==> src/verilog/sram_host_pkg.sv <==
// constants and carrier types for the async sram host controller
// Contract
// - a write happens only while strobe is low, select_n low and select_p high together.
// - write data must be set up and held around the edge that actually ends the write.
// - a strobe-ended write with the gate low keeps the strobe low for setup plus float delay.
// - the host never drives the data lines while the memory drives them.
// - for a select-started read the address is valid no later than the selects go active.
package sram_host_pkg;

    localparam int CLK_PERIOD_NS   = 50;
    // timing figures of the memory, ns
    localparam int READ_CYCLE_NS   = 55;
    localparam int ADDR_TO_DATA_NS = 55;
    localparam int GATE_FLOAT_NS   = 20;
    localparam int WRITE_PULSE_NS  = 40;
    localparam int data_setup_to_write_end_NS = 25;
    localparam int strobe_low_to_float_NS     = 20;
    localparam int WRITE_PULSE_GATE_LOW_NS    =
        data_setup_to_write_end_NS + strobe_low_to_float_NS;
    localparam int DATA_HOLD_NS    = 0;
    localparam int WRITE_CYCLE_NS  = 55;

    function automatic int cyc_min(input int ns);
        int c;
        c = (ns + CLK_PERIOD_NS - 1) / CLK_PERIOD_NS;
        return (c < 1) ? 1 : c;
    endfunction

    // read: address and gate settle before sampling
    localparam int READ_CYC   = cyc_min(ADDR_TO_DATA_NS);
    // strobe low long enough for both forms of write pulse
    localparam int WRITE_CYC  = cyc_min((WRITE_PULSE_GATE_LOW_NS > WRITE_PULSE_NS)
                                        ? WRITE_PULSE_GATE_LOW_NS : WRITE_PULSE_NS);
    // bus turnaround after the gate is released, before the host drives
    localparam int FLOAT_CYC  = cyc_min(GATE_FLOAT_NS);
    localparam int HOLD_CYC   = cyc_min(DATA_HOLD_NS);
    localparam int CNT_W      = 4;

    typedef struct packed {
        logic select_n;
        logic select_p;
        logic strobe_n;
        logic gate_n;
    } ctrl_pins_t;

    localparam ctrl_pins_t PINS_IDLE = '{select_n: 1'b1, select_p: 1'b0,
                                         strobe_n: 1'b1, gate_n: 1'b1};

    typedef enum logic [2:0] {
        ST_IDLE  = 3'b000,
        ST_RSEL  = 3'b001,
        ST_RWAIT = 3'b010,
        ST_TURN  = 3'b011,
        ST_WSET  = 3'b100,
        ST_WLOW  = 3'b101,
        ST_WHOLD = 3'b110
    } state_t;

endpackage

==> src/verilog/sram_host_ctrl.sv <==
// host side controller driving an async byte wide sram through its pins
`timescale 1ns/10ps
module sram_host_ctrl #(
    parameter int ADDR_W = 21,
    parameter int DATA_W = 8
) (
    input  wire logic              core_clk_i,
    input  wire logic              nrst_i,
    input  wire logic              req_valid_i,
    input  wire logic              req_write_i,
    input  wire logic [ADDR_W-1:0] req_addr_i,
    input  wire logic [DATA_W-1:0] req_wdata_i,
    output logic                   req_ready_o,
    output logic                   rsp_valid_o,
    output logic [DATA_W-1:0]      rsp_rdata_o,
    output logic [ADDR_W-1:0]      mem_addr_o,
    output logic                   select_n_o,
    output logic                   select_p_o,
    output logic                   strobe_n_o,
    output logic                   gate_n_o,
    output logic [DATA_W-1:0]      mem_dq_o,
    output logic                   mem_dq_oe_o,
    input  wire logic [DATA_W-1:0] mem_dq_i
);

    sram_host_pkg::state_t     state;
    sram_host_pkg::state_t     next_state;
    sram_host_pkg::ctrl_pins_t pins;
    sram_host_pkg::ctrl_pins_t next_pins;
    logic [sram_host_pkg::CNT_W-1:0] cnt;
    logic [sram_host_pkg::CNT_W-1:0] next_cnt;
    logic                      next_oe;

    wire logic cnt_done   = (cnt == '0);
    wire logic take_req   = (state == sram_host_pkg::ST_IDLE) && req_valid_i;
    wire logic read_end   = (state == sram_host_pkg::ST_RWAIT) && cnt_done;
    wire logic want_write = req_valid_i && req_write_i;
    wire logic want_read  = req_valid_i && !req_write_i;
    wire logic going_idle = (next_state == sram_host_pkg::ST_IDLE);

    // counters load n-1 so that a figure of n cycles spends n cycles in the state
    function automatic logic [sram_host_pkg::CNT_W-1:0] load(input int n);
        return sram_host_pkg::CNT_W'(n - 1);
    endfunction

    // the two selects always move as a pair; the gate opens only for reads
    function automatic sram_host_pkg::ctrl_pins_t sel_pins(input logic wr);
        sram_host_pkg::ctrl_pins_t p;
        p.select_n = 1'b0;
        p.select_p = 1'b1;
        p.strobe_n = !wr;
        p.gate_n   = wr;
        return p;
    endfunction

    always_comb
    begin
        next_state = state;
        next_pins  = pins;
        next_cnt   = cnt_done ? cnt : cnt - 1'b1;
        next_oe    = mem_dq_oe_o;
        case (state)
            sram_host_pkg::ST_IDLE:
            begin
                next_pins = sram_host_pkg::PINS_IDLE;
                if (want_write)
                begin
                    // address settles one cycle before the selects and strobe meet
                    next_state = sram_host_pkg::ST_WSET;
                    next_oe    = 1'b1;
                end
                else if (want_read)
                begin
                    next_state = sram_host_pkg::ST_RSEL;
                end
            end
            sram_host_pkg::ST_RSEL:
            begin
                // address has been stable a cycle when both selects and gate go active
                next_pins  = sel_pins(1'b0);
                next_cnt   = load(sram_host_pkg::READ_CYC);
                next_state = sram_host_pkg::ST_RWAIT;
            end
            sram_host_pkg::ST_RWAIT:
            begin
                if (cnt_done)
                begin
                    next_pins  = sram_host_pkg::PINS_IDLE;
                    next_cnt   = load(sram_host_pkg::FLOAT_CYC);
                    next_state = sram_host_pkg::ST_TURN;
                end
            end
            sram_host_pkg::ST_TURN:
            begin
                // memory may still drive for a while after the gate rises
                if (cnt_done)
                begin
                    next_state = sram_host_pkg::ST_IDLE;
                end
            end
            sram_host_pkg::ST_WSET:
            begin
                // gate stays high so the memory never drives during the write
                next_pins  = sel_pins(1'b1);
                next_cnt   = load(sram_host_pkg::WRITE_CYC);
                next_state = sram_host_pkg::ST_WLOW;
            end
            sram_host_pkg::ST_WLOW:
            begin
                if (cnt_done)
                begin
                    // strobe and selects end together, data still driven
                    next_pins  = sram_host_pkg::PINS_IDLE;
                    next_cnt   = load(sram_host_pkg::HOLD_CYC);
                    next_state = sram_host_pkg::ST_WHOLD;
                end
            end
            sram_host_pkg::ST_WHOLD:
            begin
                if (cnt_done)
                begin
                    next_oe    = 1'b0;
                    next_state = sram_host_pkg::ST_IDLE;
                end
            end
            default:
            begin
                next_state = sram_host_pkg::ST_IDLE;
                next_pins  = sram_host_pkg::PINS_IDLE;
                next_oe    = 1'b0;
            end
        endcase
    end

    always_ff @(posedge core_clk_i)
    begin
        if (!nrst_i)
        begin
            state <= sram_host_pkg::ST_IDLE;
            cnt   <= '0;
        end
        else
        begin
            state <= next_state;
            cnt   <= next_cnt;
        end
    end

    // pins and bus enable share one reset so the bus is released with the selects
    always_ff @(posedge core_clk_i)
    begin
        if (!nrst_i)
        begin
            pins        <= sram_host_pkg::PINS_IDLE;
            mem_dq_oe_o <= 1'b0;
        end
        else
        begin
            pins        <= next_pins;
            mem_dq_oe_o <= next_oe;
        end
    end

    // address and write data change only on a take, so they stand through the access
    always_ff @(posedge core_clk_i)
    begin
        if (!nrst_i)
        begin
            mem_addr_o <= '0;
            mem_dq_o   <= '0;
        end
        else if (take_req)
        begin
            mem_addr_o <= req_addr_i;
            mem_dq_o   <= req_wdata_i;
        end
    end

    // sampled at the edge that releases the gate, while the memory still drives
    always_ff @(posedge core_clk_i)
    begin
        if (!nrst_i)
        begin
            rsp_rdata_o <= '0;
        end
        else if (read_end)
        begin
            rsp_rdata_o <= mem_dq_i;
        end
    end

    // ready looks one state ahead so it is high while idle, except during reset and the first cycle after it
    always_ff @(posedge core_clk_i)
    begin
        if (!nrst_i)
        begin
            rsp_valid_o <= 1'b0;
            req_ready_o <= 1'b0;
        end
        else
        begin
            rsp_valid_o <= read_end;
            req_ready_o <= going_idle;
        end
    end

    assign select_n_o = pins.select_n;
    assign select_p_o = pins.select_p;
    assign strobe_n_o = pins.strobe_n;
    assign gate_n_o   = pins.gate_n;

endmodule

==> config.mk <==
export PLATFORM = sky130hd
export DESIGN_NAME = sram_host_ctrl
export DESIGN_NICKNAME = d
export VERILOG_FILES = /design/src/verilog/sram_host_pkg.sv /design/src/verilog/sram_host_ctrl.sv
export SDC_FILE = /design/constraint.sdc
export NUM_CORES = 1
export LEC_CHECK = 0
export ABC_CLOCK_PERIOD_IN_PS = 5000
export BUFFER_PORTS_ARGS = -buffer_cell sky130_fd_sc_hd__buf_2
export CAP_MARGIN = 0
export CELL_PAD_IN_SITES_DETAIL_PLACEMENT = 1
export CELL_PAD_IN_SITES_GLOBAL_PLACEMENT = 1
export CORE_UTILIZATION = 36
export CTS_BUF_LIST = sky130_fd_sc_hd__clkbuf_8 sky130_fd_sc_hd__clkbuf_16
export DETAILED_ROUTE_END_ITERATION = 10
export PLACE_DENSITY_LB_ADDON = 0.3
export SKIP_LAST_GASP = 1
export SYNTH_ARGS = -nofsm -noshare
export SYNTH_HDL_FRONTEND = slang
export SYNTH_SLANG_ARGS = --single-unit
export TNS_END_PERCENT = 20
==> constraint.sdc <==
create_clock -name core_clk_i -period 5 [get_ports core_clk_i]
set_input_delay 0.5 -clock core_clk_i [delete_from_list [all_inputs] [get_ports core_clk_i]]
set_output_delay 0.5 -clock core_clk_i [all_outputs]
set_load 0.01 [all_outputs]
==> flow_summary.yaml <==
sta:
  worstMarginPinSlew_ns: 0.843
  setup_ws_ns: 2.39
  slew_headroom_pct: 43.5
  grt_setup_unrepaired: "no"
  holdWs_ns: 0.419
  fin_crit_sh_pct: 52.1
  maxSlewViolCount: 0
  timing.fmax_ghz: 0.384
  fin_skew_ns: 0.00678
  setup_viol: 0
  tns_ns: 0
  min_period_ns: 2.61
  final-hold-violation-count: 0
global_routing:
  grt-ovfl-total: 0
  grt_pass1_wl_um: 9030
  grt_max_degree: 34
  grt_pass1_vias: 1987
  antenna_found_initial: 0
  grt.total_usage_pct: 18.5
pwr:
  p_leak_nw: 1.18
  ir_drop_v: 0.000202
  pwr_density_cell_nw_per_um2: 499
setup_path:
  cp_num_buf_inv: 2
  critPathMostFrequentCell: "ha_1"
  crit_family: "simple AND/OR/NAND/NOR gates"
  crit-reg2reg-launch: "cnt[1]"
  arrival_ns: 2.83
  path_class: "reg2reg"
  start_kind: "flop"
  worst_r2r_path_depth: 7
  worst_path_max_delay_cell: "nor3b_2"
  path_max_fanout: 19
  end_kind: "flop"
  r2r_slack_ns: 2.39
  slowest_delay_ns: 0.71
  r2r_end: "cnt[0]"
  path_cells: "inv_1 > ha_1 > nor3b_2 > inv_2 > ha_1 > or3_1 > a31oi_1"
  path_depth: 7
  cp-startpoint: "cnt[1]"
  required_ns: 5.23
  crit_end: "cnt[0]"
floorplanning:
  initial_utilization_pct: 37.6
  die_w_um: 78.3
  fp.coreArea_sq_um: 5570
  fp.dieH_um: 78.3
  rows: 27
  io_pins: 85
  dieArea_sq_um: 6130
run_status:
  status: "complete, no violations"
clock_network:
  clkTransAtPathRegs_ns: 0.09
  insertion_delay_ns: 0.30
  cts-htree-levels: 2
  clkSinkCount: 51
  cts_tree: "built"
  cts-hold-fix-buffers: 0
  clk_path_buf_depth: 2
  numCtsBuffers: 5
  ctsResizeCount: 0
  cts_setup_buffers: 0
  cts_root_buf: "clkbuf_8"
synth:
  yosys.cell_types.count: 37
  yosysWarnings: 0
  yosys_register_bits: 51
  synthCells: 256
  synth.avg_cell_area_sq_um: 8.19
  syn_nets: 299
  syn-cell-area_sq_um: 2100
  seq_area_frac_synth_pct: 48.7
worst_hold_path:
  hp-class: "in2reg"
cells_and_area:
  nFillCells: 725
  final_common_cell: "buf_2"
  layout_common_cells: "84 x buf_2, 60 x nand2_1, 51 x dfxtp_1"
  diodes: 0
  drive_gt1_share_pct: 29.6
  nets: 373
  areaGrowthSynthToFinish_pct: 25.0
route:
  drtIter0Drc: 96
  drtAntennaViolNets: 0
  vias: 1993
  drc_errors: 0
  wl_per_cell_um: 13.4
  first_pass_iters: 4
  avgViaCountPerCell: 4.95
  wl_um: 5400
placed_design:
  place_ws_ns: 2.38
  dp_hpwl_um: 3880
  portBuffers: 84
  place.gp.congestion: 0.736
run:
  max_cap_violations: 0
[synth_stat cells (all sizes together)]
| library cell | n | area share [%] |
|---|---|---|
| a2111oi | 1 | 0.42 |
| a211oi | 3 | 1.1 |
| a21oi | 45 | 11 |
| a31oi | 1 | 0.30 |
| buf | 12 | 3.8 |
| clkbuf | 7 | 1.3 |
| clkinv | 1 | 0.18 |
| dfxtp | 51 | 49 |
| ha | 2 | 1.2 |
| inv | 9 | 1.6 |
| mux2i | 1 | 0.48 |
| nand2 | 60 | 11 |
| nand2b | 3 | 0.90 |
| nand3 | 8 | 1.9 |
| nand3b | 1 | 0.36 |
| nor2 | 7 | 1.3 |
| nor2b | 4 | 1.2 |
| nor3 | 4 | 0.95 |
| nor3b | 4 | 1.9 |
| nor4 | 1 | 0.30 |
| nor4b | 1 | 0.72 |
| nor4bb | 1 | 0.48 |
| o2111ai | 1 | 0.42 |
| o211a | 2 | 0.95 |
| o211ai | 2 | 0.72 |
| o21ai | 15 | 3.6 |
| o311a | 1 | 0.48 |
| o32ai | 1 | 0.42 |
| o41ai | 1 | 0.42 |
| or3 | 1 | 0.30 |
| or3b | 3 | 1.3 |
| or4b | 1 | 0.66 |
| xnor2 | 1 | 0.42 |
[worst reg2reg max path, stage by stage (launching register included)]
cell     delay (ns)
dfxtp_1        0.34
inv_1          0.06
ha_1           0.18
nor3b_2        0.71
inv_2          0.33
ha_1           0.36
or3_1          0.37
a31oi_1        0.17
[cells by family after synthesis]
| logic type | count (synthesis) | synth area share (%) |
|---|---|---|
| AOI/OAI and AO/OA | 73 | 19.5 |
| xor gates and xnor gates | 1 | 0.418 |
| adders and majority gates | 2 | 1.19 |
| buffers and inverters | 29 | 6.80 |
| DFF | 51 | 48.7 |
| muxes | 1 | 0.477 |
| and+or+nand+nor | 99 | 22.9 |
[layout make-up]
cell class	count	area (sq um)	area share, %
Clock buffer	6	82.6	3.15
Clock inverter	2	12.5	0.477
Inverter	10	37.5	1.43
Multi-Input combinational cell	176	942	35.9
Sequential cell	51	1020	38.9
Tap cell	72	90.1	3.44
Timing Repair Buffer	86	435	16.6
[state kept, by name, indices dropped and copies added (netlist names)]
| name | cells |
|---|---|
| mem_addr_o | 21 |
| req_ready_o | 1 |
| select_n_o | 1 |
| strobe_n_o | 1 |
| cnt | 4 |
| gate_n_o | 1 |
| state | 3 |
| mem_dq_o | 8 |
| rsp_valid_o | 1 |
| rsp_rdata_o | 8 |
| mem_dq_oe_o | 1 |
| select_p_o | 1 |
[per-layer routing]
metal	vias to the layer above	share of wire [%]	track usage, %
li1	1013	-	-
met1	917	45	21.2
met2	55	49	33.8
met3	8	4.8	4.19
met4	0	1.4	6.11
met5	-	0	0
[worst min path at each step]
stage / startpoint / endpoint / slack [ns] / cells past startpoint
CTS: nrst_i / strobe_n_o / 0.41 / 2
finish: nrst_i / strobe_n_o / 0.42 / 2
global route: req_addr_i[3] / mem_addr_o[3] / 0.42 / 3
global placement: mem_addr_o[16] / mem_addr_o[16] / 0.44 / 2
detailed placement: mem_addr_o[14] / mem_addr_o[14] / 0.45 / 2
floorplan: mem_addr_o[0] / mem_addr_o[0] / 0.48 / 2
[power by group]
| group | switching, mW | internal, mW | leakage [nW] |
|---|---|---|---|
| combinational | 0.304 | 0.189 | 0.715 |
| sequential | 0.0807 | 0.490 | 0.417 |
| clock | 0.134 | 0.112 | 0.0526 |
[through the flow]
stage / utilization, % / total power, mW / cells / cell area [sq um]
6_report: 47.0 / 1.31 / 403 / 2620
5_1_grt: 47.0 / 1.42 / 403 / 2620
4_1_cts: 47.0 / 1.33 / 403 / 2620
3_5_place_dp: 45.3 / 1.08 / 395 / 2530
3_3_place_gp: 45.3 / 1.06 / 395 / 2530
2_1_floorplan: - / 0.935 / 256 / 2100
Power figures use the tool's default switching activity.
